## src/verilog/gpl_params.svh

```systemverilog
`ifndef GPL_PARAMS_SVH
`define GPL_PARAMS_SVH

// Register indices; byte address is four times the index
`define GPL_IDX_SINK_EN    14'h0f82
`define GPL_IDX_SINK_HI    14'h0f83
`define GPL_IDX_SINK_LO    14'h0f84
`define GPL_IDX_DIR        14'h0fd0
`define GPL_IDX_ALT        14'h0fd1
`define GPL_IDX_ODRAIN     14'h0fd2
`define GPL_IDX_OUT        14'h0fd3
`define GPL_IDX_IN         14'h0fd4
`define GPL_IDX_WAKE_EN    14'h0fd5
`define GPL_IDX_PIN_IRQ_EN 14'h0fd6
`define GPL_IDX_CAUSE      14'h0ff0
`define GPL_IDX_CTRL       14'h0ff1
`define GPL_IDX_STAT       14'h0ff2
`define GPL_IDX_MASK       14'h0ff3

// Reset values
`define GPL_RST_OUT        8'h00
`define GPL_RST_SINK_EN    8'h00
`define GPL_RST_SINK_LO    8'h00
`define GPL_RST_SINK_HI    8'h00
`define GPL_RST_CFG        8'h00
`define GPL_RST_CAUSE      2'h0
`define GPL_RST_STAT       3'h0

// Field positions
`define GPL_CAUSE_HALT     0
`define GPL_CAUSE_WDT      1
`define GPL_STAT_WAKE      0
`define GPL_STAT_WDT       1
`define GPL_STAT_PIN       2
`define GPL_CTRL_WDT_IRQ   0

// Recovery delay: time in ns, clock period in ns, cycles rounded up
`define GPL_RECOVERY_NS    6400
`define GPL_CLK_PERIOD_NS  100
`define GPL_RECOVERY_CYC   ((`GPL_RECOVERY_NS + `GPL_CLK_PERIOD_NS - 1) / `GPL_CLK_PERIOD_NS)

`endif

```

## src/verilog/gpl_pkg.sv

```systemverilog
package gpl_pkg;

  typedef enum logic [1:0]
  {
    GPL_RUN     = 2'b00,
    GPL_HALT    = 2'b01,
    GPL_RECOVER = 2'b10
  } gpl_state_type;

  typedef struct packed
  {
    logic [7:0]  out;
    logic [7:0]  oe;
    logic [7:0]  sink_en;
    logic [15:0] sink_code;
  } gpl_pad_type;

endpackage

```

## src/verilog/gpl_wake_sync.sv

```systemverilog
`timescale 1ns/100ps

module gpl_wake_sync
(
  input  wire logic       pclk,
  input  wire logic       presetn,
  input  wire logic [7:0] pin_in,
  input  wire logic [7:0] wake_en,
  output logic      [7:0] pin_sync,
  output logic      [7:0] change
);

  logic [7:0] meta_q;
  logic [7:0] sync_q;
  logic [7:0] prev_q;

  // Two-stage synchroniser plus previous level for change detect
  always_ff @(posedge pclk or negedge presetn)
  begin
    if (!presetn)
    begin
      meta_q <= 8'h00;
      sync_q <= 8'h00;
      prev_q <= 8'h00;
    end
    else
    begin
      meta_q <= pin_in;
      sync_q <= meta_q;
      prev_q <= sync_q;
    end
  end

  // Either direction counts; only enabled pins report
  assign pin_sync = sync_q;
  assign change   = (sync_q ^ prev_q) & wake_en;
endmodule

```

## src/verilog/gpl_port.sv

```systemverilog
// Our own choice: register access over APB.
`timescale 1ns/100ps
`include "gpl_params.svh"

module gpl_port
(
  input  wire logic                 pclk,
  input  wire logic                 presetn,
  input  wire logic                 psel,
  input  wire logic                 penable,
  input  wire logic                 pwrite,
  input  wire logic [15:0]          paddr,
  input  wire logic [31:0]          pwdata,
  output logic      [31:0]          prdata,
  output logic                      pready,
  output logic                      pslverr,
  input  wire logic [7:0]           pin_in,
  input  wire logic [7:0]           alt_out,
  input  wire logic [7:0]           alt_oe,
  input  wire logic                 halt_req,
  input  wire logic                 wdt_timeout,
  output gpl_pkg::gpl_pad_type      pad,
  output logic                      halted,
  output logic                      irq
);

  localparam int CHK_REC_MAX = 70;

  function automatic logic hit(input logic [15:0] addr, input logic [13:0] idx);
    hit = (addr == {idx, 2'b00});
  endfunction

  gpl_pkg::gpl_state_type state_q;
  gpl_pkg::gpl_state_type state_d;
  gpl_pkg::gpl_pad_type   pad_q;
  gpl_pkg::gpl_pad_type   pad_d;

  logic [7:0]  out_q;
  logic [7:0]  sink_en_q;
  logic [7:0]  sink_lo_q;
  logic [7:0]  sink_hi_q;
  logic [7:0]  dir_q;
  logic [7:0]  alt_q;
  logic [7:0]  odrain_q;
  logic [7:0]  sample_q;
  logic [7:0]  wake_en_q;
  logic [7:0]  pin_irq_en_q;
  logic [7:0]  ctrl_q;
  logic [2:0]  stat_q;
  logic [2:0]  mask_q;
  logic [1:0]  cause_q;
  logic        wdt_pend_q;
  logic [7:0]  rec_cnt_q;
  logic [31:0] prdata_q;
  logic        pready_q;
  logic        pslverr_q;
  logic        halted_q;
  logic        irq_q;
  logic [7:0]  pin_sync;
  logic [7:0]  wake_change;

  gpl_wake_sync u_wake_sync
  (
    .pclk     (pclk),
    .presetn  (presetn),
    .pin_in   (pin_in),
    .wake_en  (wake_en_q),
    .pin_sync (pin_sync),
    .change   (wake_change)
  );

  // Address decode
  wire h_sink_en = hit(paddr, `GPL_IDX_SINK_EN);
  wire h_sink_hi = hit(paddr, `GPL_IDX_SINK_HI);
  wire h_sink_lo = hit(paddr, `GPL_IDX_SINK_LO);
  wire h_dir     = hit(paddr, `GPL_IDX_DIR);
  wire h_alt     = hit(paddr, `GPL_IDX_ALT);
  wire h_odrain  = hit(paddr, `GPL_IDX_ODRAIN);
  wire h_out     = hit(paddr, `GPL_IDX_OUT);
  wire h_in      = hit(paddr, `GPL_IDX_IN);
  wire h_wake    = hit(paddr, `GPL_IDX_WAKE_EN);
  wire h_pin_irq = hit(paddr, `GPL_IDX_PIN_IRQ_EN);
  wire h_cause   = hit(paddr, `GPL_IDX_CAUSE);
  wire h_ctrl    = hit(paddr, `GPL_IDX_CTRL);
  wire h_stat    = hit(paddr, `GPL_IDX_STAT);
  wire h_mask    = hit(paddr, `GPL_IDX_MASK);
  wire mapped    = h_sink_en | h_sink_hi | h_sink_lo | h_dir | h_alt | h_odrain | h_out
                 | h_in | h_wake | h_pin_irq | h_cause | h_ctrl | h_stat | h_mask;

  // Bus phases; one wait-free access cycle after setup
  wire setup  = psel & ~penable & ~pready_q;
  wire wr_en  = psel & penable & pready_q & pwrite & mapped;
  wire [7:0] wb = pwdata[7:0];

  // Read selection, narrow registers in the low bits
  wire [7:0] rd_byte = ({8{h_sink_en}} & sink_en_q) | ({8{h_sink_hi}} & sink_hi_q)
                     | ({8{h_sink_lo}} & sink_lo_q) | ({8{h_dir}} & dir_q)
                     | ({8{h_alt}} & alt_q) | ({8{h_odrain}} & odrain_q)
                     | ({8{h_out}} & out_q) | ({8{h_in}} & sample_q)
                     | ({8{h_wake}} & wake_en_q) | ({8{h_pin_irq}} & pin_irq_en_q)
                     | ({8{h_cause}} & {6'h00, cause_q}) | ({8{h_ctrl}} & ctrl_q)
                     | ({8{h_stat}} & {5'h00, stat_q}) | ({8{h_mask}} & {5'h00, mask_q});

  // Bus answer registers
  always_ff @(posedge pclk or negedge presetn)
  begin
    if (!presetn)
    begin
      pready_q  <= 1'b0;
      pslverr_q <= 1'b0;
      prdata_q  <= 32'h00000000;
    end
    else
    begin
      pready_q  <= setup;
      pslverr_q <= setup & ~mapped;
      if (setup)
        prdata_q <= {24'h000000, rd_byte};
    end
  end

  // Software configuration registers
  always_ff @(posedge pclk or negedge presetn)
  begin
    if (!presetn)
    begin
      out_q        <= `GPL_RST_OUT;
      sink_en_q    <= `GPL_RST_SINK_EN;
      sink_lo_q    <= `GPL_RST_SINK_LO;
      sink_hi_q    <= `GPL_RST_SINK_HI;
      dir_q        <= `GPL_RST_CFG;
      alt_q        <= `GPL_RST_CFG;
      odrain_q     <= `GPL_RST_CFG;
      wake_en_q    <= `GPL_RST_CFG;
      pin_irq_en_q <= `GPL_RST_CFG;
      ctrl_q       <= `GPL_RST_CFG;
      mask_q       <= `GPL_RST_STAT;
    end
    else if (wr_en)
    begin
      if (h_out)     out_q        <= wb;
      if (h_sink_en) sink_en_q    <= wb;
      if (h_sink_lo) sink_lo_q    <= wb;
      if (h_sink_hi) sink_hi_q    <= wb;
      if (h_dir)     dir_q        <= wb;
      if (h_alt)     alt_q        <= wb;
      if (h_odrain)  odrain_q     <= wb;
      if (h_wake)    wake_en_q    <= wb;
      if (h_pin_irq) pin_irq_en_q <= wb;
      if (h_ctrl)    ctrl_q       <= wb;
      if (h_mask)    mask_q       <= wb[2:0];
    end
  end

  // Halt and recovery events
  wire in_halt   = (state_q == gpl_pkg::GPL_HALT);
  wire wdt_wake  = in_halt & wdt_timeout;
  wire pin_wake  = in_halt & (|wake_change);
  wire rec_done  = (state_q == gpl_pkg::GPL_RECOVER) & (rec_cnt_q == 8'h01);
  wire wdt_irqm  = ctrl_q[`GPL_CTRL_WDT_IRQ];
  wire run_wdt   = (state_q == gpl_pkg::GPL_RUN) & wdt_timeout;

  // Sampling only while running, or once when recovery ends
  wire       sample_upd = (state_q == gpl_pkg::GPL_RUN) | rec_done;
  wire [7:0] sample_chg = (pin_sync ^ sample_q) & pin_irq_en_q;
  wire       pin_evt    = sample_upd & (|sample_chg);

  // Hardware set terms; a set in the clear cycle wins
  wire [1:0] cause_set;
  assign cause_set[`GPL_CAUSE_HALT] = wdt_wake | pin_wake;
  assign cause_set[`GPL_CAUSE_WDT]  = wdt_wake | run_wdt;
  wire [2:0] stat_set;
  assign stat_set[`GPL_STAT_WAKE] = rec_done;
  assign stat_set[`GPL_STAT_WDT]  = (rec_done & wdt_pend_q) | (run_wdt & wdt_irqm);
  assign stat_set[`GPL_STAT_PIN]  = pin_evt;
  wire [1:0] cause_clr = (wr_en & h_cause) ? wb[1:0] : 2'h0;
  wire [2:0] stat_clr  = (wr_en & h_stat) ? wb[2:0] : 3'h0;

  // State sequencing
  always_comb
  begin
    state_d = state_q;
    case (state_q)
      gpl_pkg::GPL_RUN:
        if (halt_req)
          state_d = gpl_pkg::GPL_HALT;
      gpl_pkg::GPL_HALT:
        if (wdt_wake | pin_wake)
          state_d = gpl_pkg::GPL_RECOVER;
      gpl_pkg::GPL_RECOVER:
        if (rec_done)
          state_d = gpl_pkg::GPL_RUN;
      default:
        state_d = gpl_pkg::GPL_RUN;
    endcase
  end

  // Recovery delay counter and held watchdog request
  always_ff @(posedge pclk or negedge presetn)
  begin
    if (!presetn)
    begin
      state_q    <= gpl_pkg::GPL_RUN;
      rec_cnt_q  <= 8'h00;
      wdt_pend_q <= 1'b0;
    end
    else
    begin
      state_q <= state_d;
      if (wdt_wake | pin_wake)
        rec_cnt_q <= 8'(`GPL_RECOVERY_CYC);
      else if (rec_cnt_q != 8'h00)
        rec_cnt_q <= rec_cnt_q - 8'h01;
      if (wdt_wake & wdt_irqm)
        wdt_pend_q <= 1'b1;
      else if (rec_done)
        wdt_pend_q <= 1'b0;
    end
  end

  // Sample, flags and interrupt line
  always_ff @(posedge pclk or negedge presetn)
  begin
    if (!presetn)
    begin
      sample_q <= 8'h00;
      cause_q  <= `GPL_RST_CAUSE;
      stat_q   <= `GPL_RST_STAT;
      irq_q    <= 1'b0;
    end
    else
    begin
      if (sample_upd)
        sample_q <= pin_sync;
      cause_q <= (cause_q & ~cause_clr) | cause_set;
      stat_q  <= (stat_q & ~stat_clr) | stat_set;
      irq_q   <= |(stat_q & mask_q);
    end
  end

  // Pad drive; alternate function overrides the latch
  always_comb
  begin
    pad_d.out     = (alt_q & alt_out) | (~alt_q & out_q);
    pad_d.oe      = (alt_q & alt_oe) | (~alt_q & dir_q & ~(odrain_q & out_q));
    pad_d.sink_en = sink_en_q;
    for (int i = 0; i < 8; i++)
      pad_d.sink_code[2*i +: 2] = {sink_hi_q[i], sink_lo_q[i]};
  end

  // Registered outputs
  always_ff @(posedge pclk or negedge presetn)
  begin
    if (!presetn)
    begin
      pad_q    <= '0;
      halted_q <= 1'b0;
    end
    else
    begin
      pad_q    <= pad_d;
      halted_q <= (state_d != gpl_pkg::GPL_RUN);
    end
  end

  assign pad     = pad_q;
  assign halted  = halted_q;
  assign irq     = irq_q;
  assign prdata  = prdata_q;
  assign pready  = pready_q;
  assign pslverr = pslverr_q;
endmodule

```

## config.mk

```make
export PLATFORM = sky130hd
export DESIGN_NAME = gpl_port
export DESIGN_NICKNAME = d
export VERILOG_FILES = /design/src/verilog/gpl_pkg.sv /design/src/verilog/gpl_wake_sync.sv /design/src/verilog/gpl_port.sv
export VERILOG_INCLUDE_DIRS = /design/src /design/src/verilog
export SDC_FILE = /design/constraint.sdc
export NUM_CORES = 1
export LEC_CHECK = 0
export ABC_AREA = 0
export BUFFER_PORTS_ARGS = -buffer_cell sky130_fd_sc_hd__buf_2
export CAP_MARGIN = 20
export CORE_MARGIN = 3
export CORE_UTILIZATION = 35
export DETAILED_ROUTE_END_ITERATION = 10
export REMOVE_ABC_BUFFERS = 1
export SLEW_MARGIN = 20
export SYNTH_ARGS = -nofsm -noshare
export SYNTH_HDL_FRONTEND = slang
export SYNTH_HIERARCHICAL = 1
export SYNTH_SLANG_ARGS = --single-unit
```

## constraint.sdc

```tcl
create_clock -name pclk -period 3.05 [get_ports pclk]
set_clock_uncertainty 0.2 [all_clocks]
set_input_delay 0.61 -clock pclk [delete_from_list [all_inputs] [get_ports pclk]]
set_output_delay 0.61 -clock pclk [all_outputs]
set_load 0.005 [all_outputs]
```

==> flow_summary.yaml <==
yosys:
  synth_async_sr_flop_share: 1.000
  synth_enable_flop_cells: 0
  post_synthesis_instance_area_um2: 7968
  gate_count_post_synth: 603
  seq_area_frac_synth: 0.5747
  synth_cell_types: 63
  ys.flop_type: "sky130_fd_sc_hd__dfrtp_1"
  synthesis.yosys.warnings: 6
  ys_ff_latch: 183
  syn_area_per_cell_um2: 13.21
clocking:
  ctsLongestPathBuffers: 2
  htree_num_levels: 4
  post_cts_resize_count: 0
  clk_root_buffer_cell: "sky130_fd_sc_hd__clkbuf_16"
  cts_tree: "built"
  cts_post_setup_buffers_inserted: 0
  cts_hold_buffers: 1
  cts-buffers-inserted: 17
  clock_latency_on_the_worst_skew_pair_ns: 0.44
  cts.sinks: 183
  clk_pin_slew_ns: 0.07
die:
  io-pin-count: 155
  std_cell_rows: 54
  dieWidth_um: 156.9
  design.core.area_um2: 22090
  dieArea_um2: 24610
  die-height_um: 156.9
  initial_utilization: 0.3606
sta:
  rsz0062_at_grt: "no"
  layout_min_cycle_time_ns: 2.448
  slew_headroom: 0.5308
  max_freq_mhz: 408.5
  min_period_over_period: 0.8027
  setup_viol: 0
  holdWs_ns: 0.08008
  report.final.hold_viol_count: 0
  setup-tns-final_ns: 0
  max_slew.worst_pin.slew_ns: 0.6984
  drv_slew: 0
critical_path:
  rr_startpoint: "pready"
  r2r_path_end: "out_q[4]"
  critPathKind: "primary input to flop"
  critPathLaunch: "paddr[1]"
  regToRegSetupSlack_ns: 0.85
  reg2reg_depth: 4
  timing.critical_path.fanout_max: 9
  critPathArrivalTime_ns: 2.62
  timing.critical_path.to_type: "flop"
  setup.worst_path.start_class: "primary input"
  timing.critical_path.required_ns: 3.22
status:
  status: "finished clean"
placed_design:
  port-buffer-count: 106
  detailedPlacementHpwl_um: 14870
  placed_cell_area_um2: 9070
  routabilityCongestion: 0.8801
global_route:
  most_crowded_layer_gr: "met2"
  antenna_found_initial: 1
  wire_length_of_the_first_global_routing_pass_um: 31530
  met1_usage: 0.2408
  largest_net_degree_at_the_start_of_global_routing: 73
  first_global_vias: 5422
  grt_use_met3: 0.03706
  gr-usage-all-layers: 0.1683
  grt_remaining_overflow: 0
  grtUsageMet2: 0.2549
route:
  detail_route.iter0.violations: 404
  routed_via_density: 5.202
  wl_um: 20120
  drt_pre_antenna_iters: 5
  route.detailed.wl_per_inst_um: 19.20
  drc: 0
  dr_total_vias: 5452
  antenna_violation_net_count_after_detailed_routing: 0
power_and_ir_drop:
  leakage_nw: 4.732
  ir_worst_vdd_mv: 0.3507
  powerDensity_nw_per_um2: 582.2
layout:
  final_cell_area_um2: 9687
  final_nets: 837
  share_of_layout_cells_above_drive_strength_1: 0.4016
  area_delta_synth_final_pct: 21.58
  fillCellCount: 2073
  number_of_flip_flops_under_the_largest_register_name: 40
worst_hold_path:
  hold_depth: 1
  hold_path_class: "primary input to flop"
  min_delay_worst_endpoint: "u_wake_sync/meta_q[6]"
  min_from: "pin_in[6]"
flow_run:
  drv.max_cap_violation_count: 0
==> metrics by stage <==
| step | cells | total power [W] | util | setup WS, ns |
|---|---|---|---|---|
| after global routing | 1048 | 0.005903 | 0.4384 | 0.5168 |
| after global placement | 1015 | 0.003429 | 0.4105 | 0.1296 |
| after detailed placement | 1015 | 0.003438 | 0.4105 | 0.1417 |
| final | 1048 | 0.005640 | 0.4384 | 0.6018 |
| after floorplan | 583 | 0.003134 | - | 0.2648 |
| after CTS | 1047 | 0.005704 | 0.4381 | 0.6068 |
==> cells by family (layout without fill, tap and decap cells) <==
group           Yosys count  count (layout)  synth area share
other cells               1              25         0.0004707
mux                     106             106            0.1493
compound gates           81              81           0.07585
fa+ha+maj                 3               3          0.004712
buf+inv                  49             190           0.03816
xor+xnor                 22              22           0.02418
flops                   183             183            0.5747
simple gates            158             158            0.1325
==> power breakdown <==
part	switching, W	total (W)	internal (W)
logic	0.000335	0.000629	0.000294
clock network	0.000992	0.00225	0.00125
registers	0.000184	0.00277	0.00258
==> worst max-delay path by stage <==
stage                              end  slack [ns]
final                        prdata[5]        0.60
after global placement       prdata[5]        0.13
after global routing         prdata[5]        0.52
after CTS                    prdata[2]        0.61
after floorplan           sink_en_q[0]        0.26
after detailed placement     prdata[1]        0.14
==> cell usage after synthesis, types with 5 or more instances <==
library cell               count  area, um2
sky130_fd_sc_hd__and3_1        6      37.54
sky130_fd_sc_hd__nor2_1       21      78.83
sky130_fd_sc_hd__o22a_1        5      43.79
sky130_fd_sc_hd__nand2_1      40      150.1
sky130_fd_sc_hd__buf_4        25      187.7
sky130_fd_sc_hd__inv_1         6      22.52
sky130_fd_sc_hd__a222oi_1      6      60.06
sky130_fd_sc_hd__xor2_1       21      183.9
sky130_fd_sc_hd__nor3_1        8      40.04
sky130_fd_sc_hd__a21oi_1       8      40.04
sky130_fd_sc_hd__a22oi_1      26      195.2
sky130_fd_sc_hd__nand3_1      15      75.07
sky130_fd_sc_hd__a221oi_1      5      43.79
sky130_fd_sc_hd__clkbuf_1      6      22.52
sky130_fd_sc_hd__nor4_4        7      148.9
sky130_fd_sc_hd__nor4_1        9      56.30
sky130_fd_sc_hd__dfrtp_1     183       4579
sky130_fd_sc_hd__and2_1       10      62.56
sky130_fd_sc_hd__mux2_2      102       1149
sky130_fd_sc_hd__buf_2         9      45.04
sky130_fd_sc_hd__o21ai_0       8      40.04
==> area by class of cell <==
class	count	area, um2	area share
multi-input combinational	394	3176	0.3278
timing repair buffer	153	957.2	0.09881
tap	280	350.3	0.03617
antenna	1	2.502	0.0002583
sequential	183	4579	0.4727
inverter	6	22.52	0.002325
clock inverter	13	160.2	0.01653
clock buffer	18	439.2	0.04534
==> layout by cell type (no fill, tap or decap), types with 6 or more instances in the layout <==
cell type / synthesis / routed
sky130_fd_sc_hd__dfrtp_1: 183 / 183
sky130_fd_sc_hd__buf_2: 9 / 105
sky130_fd_sc_hd__mux2_2: 102 / 102
sky130_fd_sc_hd__buf_4: 25 / 41
sky130_fd_sc_hd__nand2_1: 40 / 40
sky130_fd_sc_hd__a22oi_1: 26 / 26
sky130_fd_sc_hd__conb_1: 1 / 24
sky130_fd_sc_hd__nor2_1: 21 / 21
sky130_fd_sc_hd__xor2_1: 21 / 21
sky130_fd_sc_hd__clkbuf_16: 0 / 17
sky130_fd_sc_hd__nand3_1: 15 / 15
sky130_fd_sc_hd__and2_1: 10 / 10
sky130_fd_sc_hd__nor4_1: 9 / 9
sky130_fd_sc_hd__o21ai_0: 8 / 8
sky130_fd_sc_hd__nor3_1: 8 / 8
sky130_fd_sc_hd__a21oi_1: 8 / 8
sky130_fd_sc_hd__nor4_4: 7 / 7
sky130_fd_sc_hd__inv_1: 6 / 6
sky130_fd_sc_hd__and3_1: 6 / 6
sky130_fd_sc_hd__a222oi_1: 6 / 6
==> critical path, stage by stage <==
cell	delay [ns]
sky130_fd_sc_hd__buf_2	0.15
sky130_fd_sc_hd__or4_1	0.73
sky130_fd_sc_hd__nor4_1	0.57
sky130_fd_sc_hd__buf_4	0.20
sky130_fd_sc_hd__a22oi_1	0.08
sky130_fd_sc_hd__nand4_1	0.14
sky130_fd_sc_hd__o22a_1	0.14
==> per-layer routing <==
metal	vias to the layer above	share of wire	routed length [um]
met4	0	0.019	383
met5	-	0	0
met1	2697	0.46	9306
met2	221	0.45	9126
li1	2501	-	-
met3	33	0.065	1302
(Power assumes the default switching activity.)
